### config.mk
export PLATFORM = sky130hd
export DESIGN_NAME = ccp_core
export DESIGN_NICKNAME = d
export VERILOG_FILES = /design/src/ccp_pkg.sv /design/src/ccp_cfg_hold.sv /design/src/ccp_core.sv
export SDC_FILE = /design/constraint.sdc
export NUM_CORES = 1
export LEC_CHECK = 0
export ABC_AREA = 1
export CELL_PAD_IN_SITES_DETAIL_PLACEMENT = 2
export CELL_PAD_IN_SITES_GLOBAL_PLACEMENT = 2
export CORE_ASPECT_RATIO = 1.75
export CORE_MARGIN = 2
export CORE_UTILIZATION = 34
export DETAILED_ROUTE_END_ITERATION = 10
export DONT_BUFFER_PORTS = 1
export GPL_TIMING_DRIVEN = 0
export PLACE_DENSITY = 0.85
export SLEW_MARGIN = 10
export SYNTH_ARGS = -nofsm -noshare
export SYNTH_HDL_FRONTEND = slang
export SYNTH_SLANG_ARGS = --single-unit
### constraint.sdc
create_clock -name mclk_i -period 1.7 [get_ports mclk_i]
set_clock_uncertainty 0.05 [all_clocks]
set_input_delay 0 -clock mclk_i [delete_from_list [all_inputs] [get_ports mclk_i]]
set_output_delay 0 -clock mclk_i [all_outputs]
set_load 0.1 [all_outputs]
### src/ccp_pkg.sv
package ccp_pkg;

  // configuration byte addresses in flash
  localparam logic [15:0] CFG0_ADDR      = 16'hfb00;
  localparam logic [15:0] CFG1_ADDR      = 16'hfb01;

  // first byte field positions
  localparam int CFG0_WDT_CLK_BIT        = 7;
  localparam int CFG0_PORT_MODE_BIT      = 6;
  localparam int CFG0_PORT_LEVEL_BIT     = 5;
  localparam int CFG0_BOD_EN_BIT         = 3;
  localparam int CFG0_FILTER_BIT         = 2;
  localparam int CFG0_OSC_HI_BIT         = 1;
  localparam int CFG0_OSC_LO_BIT         = 0;

  // second byte field positions
  localparam int CFG1_CODE_LOCK_BIT      = 7;
  localparam int CFG1_DATA_LOCK_BIT      = 6;
  localparam int CFG1_RC_FREQ_BIT        = 5;
  localparam int CFG1_BOV_HI_BIT         = 3;
  localparam int CFG1_BOV_LO_BIT         = 2;
  localparam int CFG1_READ_INH_BIT       = 1;

  // erased flash reads all ones
  localparam logic [7:0] CFG_ERASED      = 8'hff;

  // oscillator type codes
  localparam logic [1:0] OSC_CRYSTAL     = 2'h0;
  localparam logic [1:0] OSC_RC          = 2'h1;
  localparam logic [1:0] OSC_RESERVED    = 2'h2;
  localparam logic [1:0] OSC_EXT         = 2'h3;

  // brownout level codes on the analog trim port
  localparam logic [1:0] BOL_2V6         = 2'h0;
  localparam logic [1:0] BOL_3V8         = 2'h2;
  localparam logic [1:0] BOL_4V5         = 2'h3;

  // clocks per machine cycle, as cpu clock prescale ratios
  localparam int CPM_BASE                = 4;
  localparam int CPM_MID                 = 64;
  localparam int CPM_SLOW                = 1024;
  localparam int DIV_MID                 = CPM_MID / CPM_BASE;
  localparam int DIV_SLOW                = CPM_SLOW / CPM_BASE;
  localparam int DIV_W                   = 8;

  // clock output is cpu clock divided by four
  localparam int CLKOUT_RATIO            = 4;
  localparam int CLKOUT_HALF             = CLKOUT_RATIO / 2;

  // low power brownout duty in slow rc periods
  localparam int LPB_ON_PERIODS          = 64;
  localparam int LPB_OFF_PERIODS         = 960;
  localparam int LPB_W                   = 10;

  typedef enum logic [1:0] {
    CCP_LD_ADDR0,
    CCP_LD_ADDR1,
    CCP_LD_DONE
  } ccp_load_e;

  typedef struct packed {
    logic       wdt_clk_cpu;
    logic       port_quasi;
    logic       port_high;
    logic       bod_enable;
    logic       filter_enable;
    logic [1:0] osc_type;
    logic       code_locked;
    logic       data_locked;
    logic       bank_erase_ok;
    logic       rc_fast;
    logic [1:0] bod_level;
    logic       read_inhibit;
  } ccp_cfg_s;

endpackage
### src/ccp_cfg_hold.sv
`timescale 1ns/1ns
// holds one configuration byte; loaded once, read data registered
module ccp_cfg_hold
  import ccp_pkg::*;
(
  input  wire logic       mclk_i,
  input  wire logic       rst_i,
  input  wire logic       load_i,
  input  wire logic [7:0] data_i,
  output logic      [7:0] data_o
);

  always_ff @(posedge mclk_i) begin
    if (rst_i) begin
      data_o <= CFG_ERASED;
    end else if (load_i) begin
      data_o <= data_i;
    end
  end

endmodule

### src/ccp_core.sv
`timescale 1ns/1ns
// Function
// - oscillator type: 00 crystal, 01 rc, 10 reserved, 11 external clock
// - rc frequency select: 0 gives 11.0592 MHz, 1 gives 22.1184 MHz
// - clock output on crystal out pin when enabled with rc or external
// - clock output runs at one quarter of cpu clock
// - clock divide: hi 0 gives 4, 10 gives 64, 11 gives 1024
// - all peripherals but a watchdog set to slow rc are timed from the divided cpu clock
// - power-on flag set after power-up, held until software clears
// - brownout either holds reset or raises interrupt on each crossing
// - low power brownout: while supply low, sense 64 slow rc periods, off 960, repeat; otherwise sense stays on
// - runtime level: hi 0 is 2.6 V, 10 is 3.8 V, 11 is 4.5 V
// - config level: hi 1 is 2.6 V, 01 is 3.8 V, 00 is 4.5 V
// - first byte bit 3 enables brownout detection
// - first byte bit 7 picks watchdog clock: slow rc or cpu clock
// - first byte bit 6: ports reset open-drain when 0, quasi when 1
// - first byte bit 5 sets port reset level; external code needs 1
// - first byte bit 2 enables the input clock filter
// - bytes read from fb00 and fb01 at power-up, fixed afterwards
// - lock bits: 11 open, 01 code locked, 10 unsupported, 00 all locked
// - code lock 0 refuses external access to flash and config
// - read inhibit 0 keeps external table reads to external memory
// - programming mode tri-states all pwm outputs
module ccp_core
  import ccp_pkg::*;
(
  input  wire logic        mclk_i,
  input  wire logic        rst_i,
  input  wire logic        por_detect_i,
  output logic      [15:0] flash_addr_o,
  output logic             flash_rd_o,
  input  wire logic [7:0]  flash_data_i,
  output logic             cpu_reset_o,
  input  wire logic        clk_div_hi_i,
  input  wire logic        clk_div_lo_i,
  output logic             cpu_clk_en_o,
  input  wire logic        clk_out_enable_i,
  input  wire logic        idle_i,
  output logic             crystal_out_clock_pin_o,
  output logic             crystal_out_clock_oe_n_o,
  output logic             crystal_osc_en_o,
  output logic             rc_osc_en_o,
  output logic             rc_fast_o,
  output logic             ext_clk_sel_o,
  input  wire logic        por_flag_clr_i,
  output logic             por_flag_o,
  input  wire logic [1:0]  runtime_brownout_level_i,
  input  wire logic        brownout_reset_mode_i,
  input  wire logic        low_power_brownout_enable_i,
  input  wire logic        slow_rc_tick_i,
  input  wire logic        supply_low_i,
  output logic [1:0]       brownout_trip_level_o,
  output logic             brownout_sense_en_o,
  output logic             brownout_irq_o,
  output logic             wdt_clk_cpu_o,
  output logic             port_quasi_o,
  output logic             port_high_o,
  output logic             filter_enable_o,
  output logic             code_locked_o,
  output logic             data_locked_o,
  output logic             bank_erase_ok_o,
  input  wire logic        in_circuit_programming_i,
  input  wire logic        ext_code_access_i,
  input  wire logic        ext_data_access_i,
  output logic             ext_code_grant_o,
  output logic             ext_data_grant_o,
  output logic             ext_cfg_grant_o,
  input  wire logic        movc_from_ext_i,
  output logic             movc_int_allow_o,
  input  wire logic [1:0]  pwm_i,
  output logic [1:0]       pwm_o,
  output logic [1:0]       pwm_oe_n_o
);

  function automatic logic [1:0] cfg_level(input logic [1:0] c);
    if (c[1]) begin
      cfg_level = BOL_2V6;
    end else if (c[0]) begin
      cfg_level = BOL_3V8;
    end else begin
      cfg_level = BOL_4V5;
    end
  endfunction

  function automatic logic [1:0] run_level(input logic [1:0] c);
    if (!c[1]) begin
      run_level = BOL_2V6;
    end else if (c[0]) begin
      run_level = BOL_4V5;
    end else begin
      run_level = BOL_3V8;
    end
  endfunction

  ccp_load_e  ld_r;
  logic       load0;
  logic       load1;
  logic [7:0] byte0;
  logic [7:0] byte1;
  ccp_cfg_s   cfg;
  logic       bod_active;
  logic       lvl_applied_r;
  logic [1:0] level_sel;

  // byte reads happen once per power-up; no write path exists
  always_ff @(posedge mclk_i) begin
    if (rst_i) begin
      ld_r <= CCP_LD_ADDR0;
    end else begin
      case (ld_r)
        CCP_LD_ADDR0: ld_r <= CCP_LD_ADDR1;
        CCP_LD_ADDR1: ld_r <= CCP_LD_DONE;
        default:      ld_r <= CCP_LD_DONE;
      endcase
    end
  end

  assign flash_rd_o   = (ld_r != CCP_LD_DONE);
  assign flash_addr_o = (ld_r == CCP_LD_ADDR0) ? CFG0_ADDR : CFG1_ADDR;
  assign load0        = (ld_r == CCP_LD_ADDR0);
  assign load1        = (ld_r == CCP_LD_ADDR1);

  // cpu stays in reset until both bytes are held
  assign cpu_reset_o = flash_rd_o ||
                       (bod_active && brownout_reset_mode_i && supply_low_i);

  ccp_cfg_hold u_hold0 (
    .mclk_i (mclk_i),
    .rst_i  (rst_i),
    .load_i (load0),
    .data_i (flash_data_i),
    .data_o (byte0)
  );

  ccp_cfg_hold u_hold1 (
    .mclk_i (mclk_i),
    .rst_i  (rst_i),
    .load_i (load1),
    .data_i (flash_data_i),
    .data_o (byte1)
  );

  always_comb begin
    cfg.wdt_clk_cpu   = byte0[CFG0_WDT_CLK_BIT];
    cfg.port_quasi    = byte0[CFG0_PORT_MODE_BIT];
    cfg.port_high     = byte0[CFG0_PORT_LEVEL_BIT];
    cfg.bod_enable    = byte0[CFG0_BOD_EN_BIT];
    cfg.filter_enable = byte0[CFG0_FILTER_BIT];
    cfg.osc_type      = {byte0[CFG0_OSC_HI_BIT], byte0[CFG0_OSC_LO_BIT]};
    // unsupported 10 treated as fully locked, the safe reading
    cfg.code_locked   = !(byte1[CFG1_CODE_LOCK_BIT] &&
                          byte1[CFG1_DATA_LOCK_BIT]);
    cfg.data_locked   = !byte1[CFG1_DATA_LOCK_BIT];
    cfg.bank_erase_ok = byte1[CFG1_CODE_LOCK_BIT] &&
                        byte1[CFG1_DATA_LOCK_BIT];
    cfg.rc_fast       = byte1[CFG1_RC_FREQ_BIT];
    cfg.bod_level     = cfg_level({byte1[CFG1_BOV_HI_BIT],
                                   byte1[CFG1_BOV_LO_BIT]});
    cfg.read_inhibit  = !byte1[CFG1_READ_INH_BIT];
  end

  // oscillator selection; reserved code enables nothing
  assign crystal_osc_en_o = (cfg.osc_type == OSC_CRYSTAL);
  assign rc_osc_en_o      = (cfg.osc_type == OSC_RC);
  assign ext_clk_sel_o    = (cfg.osc_type == OSC_EXT);
  assign rc_fast_o        = cfg.rc_fast;

  assign wdt_clk_cpu_o   = cfg.wdt_clk_cpu;
  assign port_quasi_o    = cfg.port_quasi;
  assign port_high_o     = cfg.port_high;
  assign filter_enable_o = cfg.filter_enable;
  assign code_locked_o   = cfg.code_locked;
  assign data_locked_o   = cfg.data_locked;
  assign bank_erase_ok_o = cfg.bank_erase_ok;

  // external access gating
  assign ext_code_grant_o = ext_code_access_i && !cfg.code_locked;
  assign ext_cfg_grant_o  = !cfg.code_locked && !cfg.data_locked;
  assign ext_data_grant_o = ext_data_access_i && !cfg.data_locked;

  // table read from external code may reach internal only if allowed
  assign movc_int_allow_o = !(cfg.read_inhibit && movc_from_ext_i);

  // cpu clock prescaler; peripherals use the same enable
  logic [DIV_W-1:0] div_cnt_r;
  logic [DIV_W-1:0] div_top;

  always_comb begin
    if (!clk_div_hi_i) begin
      div_top = '0;
    end else if (clk_div_lo_i) begin
      div_top = DIV_W'(DIV_SLOW - 1);
    end else begin
      div_top = DIV_W'(DIV_MID - 1);
    end
  end

  always_ff @(posedge mclk_i) begin
    if (rst_i) begin
      div_cnt_r <= '0;
    end else if (div_cnt_r >= div_top) begin
      div_cnt_r <= '0;
    end else begin
      div_cnt_r <= div_cnt_r + 1'b1;
    end
  end

  assign cpu_clk_en_o = (div_cnt_r >= div_top);

  // clock output: toggle every two cpu clocks gives a quarter rate
  logic [1:0] co_cnt_r;
  logic       co_r;
  logic       co_allowed;

  // idle stops the cpu, not the oscillator, so the output keeps running
  assign co_allowed = clk_out_enable_i &&
                      (rc_osc_en_o || ext_clk_sel_o) && !flash_rd_o;

  always_ff @(posedge mclk_i) begin
    if (rst_i || !co_allowed) begin
      co_cnt_r <= '0;
      co_r     <= 1'b0;
    end else if (cpu_clk_en_o) begin
      if (co_cnt_r == 2'(CLKOUT_HALF - 1)) begin
        co_cnt_r <= '0;
        co_r     <= !co_r;
      end else begin
        co_cnt_r <= co_cnt_r + 1'b1;
      end
    end
  end

  assign crystal_out_clock_pin_o = co_r;
  // external clock mode leaves the pin floating unless output is on
  assign crystal_out_clock_oe_n_o = !(co_allowed || crystal_osc_en_o);

  // power-on flag; a new detect wins over the clear
  always_ff @(posedge mclk_i) begin
    if (rst_i) begin
      por_flag_o <= 1'b0;
    end else if (por_detect_i) begin
      por_flag_o <= 1'b1;
    end else if (por_flag_clr_i) begin
      por_flag_o <= 1'b0;
    end
  end

  // level comes from config until the runtime field first changes from its previous value
  logic [1:0] rt_prev_r;
  always_ff @(posedge mclk_i) begin
    if (rst_i) begin
      lvl_applied_r <= 1'b0;
      rt_prev_r     <= '0;
    end else begin
      rt_prev_r <= runtime_brownout_level_i;
      if (!flash_rd_o && rt_prev_r != runtime_brownout_level_i) begin
        lvl_applied_r <= 1'b1;
      end
    end
  end

  assign level_sel = lvl_applied_r ? run_level(runtime_brownout_level_i)
                                   : cfg.bod_level;
  assign brownout_trip_level_o = level_sel;
  assign bod_active = cfg.bod_enable && !flash_rd_o;

  // low power duty cycle counted in slow rc ticks
  logic [LPB_W-1:0] lpb_cnt_r;
  logic             lpb_on_r;

  always_ff @(posedge mclk_i) begin
    if (rst_i || !low_power_brownout_enable_i || !supply_low_i) begin
      lpb_cnt_r <= '0;
      lpb_on_r  <= 1'b1;
    end else if (slow_rc_tick_i) begin
      if (lpb_on_r && lpb_cnt_r == LPB_W'(LPB_ON_PERIODS - 1)) begin
        lpb_cnt_r <= '0;
        lpb_on_r  <= 1'b0;
      end else if (!lpb_on_r &&
                   lpb_cnt_r == LPB_W'(LPB_OFF_PERIODS - 1)) begin
        lpb_cnt_r <= '0;
        lpb_on_r  <= 1'b1;
      end else begin
        lpb_cnt_r <= lpb_cnt_r + 1'b1;
      end
    end
  end

  assign brownout_sense_en_o = bod_active && lpb_on_r;

  // interrupt pulse on each crossing, when not in reset mode
  logic low_prev_r;
  always_ff @(posedge mclk_i) begin
    if (rst_i) begin
      low_prev_r     <= 1'b0;
      brownout_irq_o <= 1'b0;
    end else begin
      low_prev_r     <= supply_low_i;
      brownout_irq_o <= bod_active && !brownout_reset_mode_i &&
                        (low_prev_r != supply_low_i);
    end
  end

  // programming mode floats the pwm pins
  assign pwm_o      = pwm_i;
  assign pwm_oe_n_o = {2{in_circuit_programming_i}};

endmodule

==> impl_metrics.json <==
{
  "status": "finished, violations left",
  "violations": "hold timing, setup timing",
  "most-common-layout-cells": "41 x nand2_1, 34 x buf_4, 31 x inv_1",
  "gp_congestion": 0.783,
  "initial_utilization_pct": 34.5,
  "num_rows": 39,
  "path_cells": "ha_4 > nand2_2 > nor2_4 > nand4_1 > nand3_4 > nand3_1 > a21oi_2",
  "core_area_sq_um": 6440,
  "setup_ws_ns": -0.169,
  "htreeDepth": 2,
  "cts_buffers": 5,
  "synth_edf_count": 0,
  "track_usage_pct": 24.1,
  "grt_pass1_vias": 2359,
  "post-route-period-util_pct": 110,
  "multi_input_area_sq_um": 1380,
  "place_area_sq_um": 2470,
  "vias": 2136,
  "antenna_found_initial": 0,
  "path_delay_family": "simple AND/OR/NAND/NOR gates",
  "endpoint_kind": "flop",
  "power_density_nw_per_um2": 1040,
  "r2r_setup_slack_ns": -0.17,
  "dp_hpwl_microns": 4800,
  "drt_pass1_iterations": 4,
  "final-hold-violation-count": 1,
  "clockBufferDepth": 2,
  "routed_wl_microns": 9620,
  "seqCellArea_sq_um": 893,
  "maxCapViolCount": 0,
  "slowest_delay_ns": 0.38,
  "p_leak_uw": 0.00136,
  "antenna_cells": 0,
  "synthCells": 288,
  "cts_tree": "built",
  "highest_layer": "met4",
  "critPathSlowestCell": "nand3_4",
  "fillerInstances": 704,
  "place_inst": 383,
  "worst_ep_required_time_ns": 1.87,
  "rsz0062_at_grt": "yes",
  "slew_violations": 0,
  "dr_wl_met2_microns": 5530,
  "setup_viol": 13,
  "drt_iter0_drc": 57,
  "portBuffers": 0,
  "cts_sinks": 43,
  "clk_latency_ns": 0.29,
  "worst-path-buf-inv": 0,
  "fin_cells": 424,
  "worstSetupPathType": "flop to flop",
  "seq_area_frac_synth_pct": 38.8,
  "routed_via_density": 5.04,
  "grt.overflow.total": 0,
  "finish.utilization_pct": 48.9,
  "period_minus_slack_ns": 1.87,
  "yosys_most_used_dff": "dfxtp_1",
  "async_flop_share_pct": 0,
  "min_path_type": "primary input to flop",
  "yosysUniqueCellTypes": 37,
  "syn_area_sq_um": 2220,
  "num-nets-final": 379,
  "relSlewSlack_pct": 27.5,
  "die_h_microns": 111,
  "io_pins": 73,
  "avgSynthCellArea_sq_um": 7.71,
  "area_delta_synth_final_pct": 41.9,
  "clkTransAtPathRegs_ns": 0.07,
  "fmax_mhz": 535,
  "arrival_ns": 2.03,
  "startpoint_type": "flop",
  "routedWlPerCell_microns": 22.7,
  "clockRootBuffer": "clkbuf_16",
  "cp_max_fo": 5,
  "design_area_sq_um": 3150,
  "die_area_sq_um": 7220,
  "dieWidth_microns": 65.1,
  "ir_drop_mv": 0.469,
  "final_common_cell": "nand2_1",
  "pre_cts_ws_ns": -0.214,
  "ant_nets": 0,
  "fin_hold_ws_ns": -0.00582,
  "grt_max_degree": 14,
  "drc": 0,
  "synth_warnings": 0,
  "drt-met1-wl_microns": 3400,
  "wl_met3_microns": 293,
  "worst_pin_slew_ns": 1.09,
  "grt_first_pass_wirelength_microns": 13000,
  "ys_seq_elements": 43,
  "drive_gt1_share_pct": 35.1
}
==> worst min-delay path, delay by kind of cell <==
family | cells | cell delay (ns)
buffers and inverters | 1 | 0.15
and+or+nand+nor | 2 | 0.16
==> final cells by class <==
class	instances	area share, %
clock inverters	2	0.397
flip-flops and latches	43	28.3
multi-input cells	196	43.8
well taps	82	3.26
inverters	39	4.96
plain buffers	23	5.88
clock buffers	6	4.09
repair buffers	33	9.29
==> registers in the layout, indices dropped and copies added (netlist names), 2 cells and up <==
signal	flops
u_hold1.data_o	6
u_hold0.data_o	7
lpb_cnt_r	10
ld_r	2
rt_prev_r	2
co_cnt_r	2
div_cnt_r	8
==> logic make-up (layout without fill, tap and decap cells) <==
kind of cell             after synthesis  after routing  share of synthesized area, %
AO/OA/AOI/OAI                         28             28                          7.27
AND/OR/NAND/NOR                      133            133                          29.7
XOR/XNOR                              10             10                          3.94
flip-flops                            43             43                          38.8
other                                  2             15                         0.338
adder cells (fa/ha/maj)               10             10                          5.63
buffers and inverters                 62            103                          14.4
==> metrics by stage <==
stage / hold slack [ns] / setup TNS (ns) / power, uW
3_3_place_gp: 0.0466 / -0.594 / 2080
6_report: -0.00582 / -0.946 / 3280
2_1_floorplan: 0.0341 / 0 / 2020
3_5_place_dp: 0.0597 / -0.793 / 2110
5_1_grt: 0.00770 / -2.01 / 3380
4_1_cts: 0.00878 / -0.320 / 3150
==> synthesized netlist by cell type, types with 2 or more instances <==
master / instances / area [sq um]
dfxtp_1: 43 / 861
nand2_4: 4 / 45.0
nand2_1: 48 / 180
nand4_1: 3 / 18.8
conb_1: 2 / 7.51
nor2_1: 34 / 128
ha_1: 10 / 125
nor2_4: 2 / 22.5
a21o_1: 2 / 15.0
buf_4: 20 / 150
nor2_2: 5 / 31.3
o21ai_0: 6 / 30.0
nand2_2: 2 / 12.5
nand3_2: 2 / 20.0
nand3_1: 20 / 100
nor3_1: 7 / 35.0
a21oi_1: 14 / 70.1
inv_1: 37 / 139
xor2_1: 9 / 78.8
==> layer usage <==
layer  global-route usage (%)  vias to the layer above
met5                        0                        -
met3                     4.57                       29
li1                         -                      987
met1                     23.5                     1065
met2                     47.1                       55
met4                     10.0                        0
==> path summary, 6_finish.rpt <==
kind,startpoint,end,cells past startpoint
max reg2reg,div_cnt_r[6]$_SDFF_PP0_,crystal_out_clock_pin_o$_SDFFE_PP0P_,7
min reg2reg,co_cnt_r[1]$_SDFFE_PP0P_,co_cnt_r[1]$_SDFFE_PP0P_,2
max,div_cnt_r[6]$_SDFF_PP0_,crystal_out_clock_pin_o$_SDFFE_PP0P_,7
min,slow_rc_tick_i,lpb_on_r$_SDFFE_PP1P_,3
==> what timing repair did <==
action | CTS | global route
endpoints found under the setup margin | 10 | 21
hold buffers | 18 | 0
buffers inserted | 8 | 7
pin swaps | 13 | 14
endpoints found under the hold margin | 24 | 0
gates resized for setup | 36 | 28
==> where the power goes <==
| group | leakage (uW) | internal (uW) | switching (uW) | total [uW] |
|---|---|---|---|---|
| registers | 0.000356 | 1070 | 189 | 1250 |
| logic | 0.000941 | 224 | 823 | 1050 |
| clock network | 0.0000669 | 543 | 432 | 975 |
| total | 0.00136 | 1830 | 1440 | 3280 |
(Power assumes the default switching activity.)
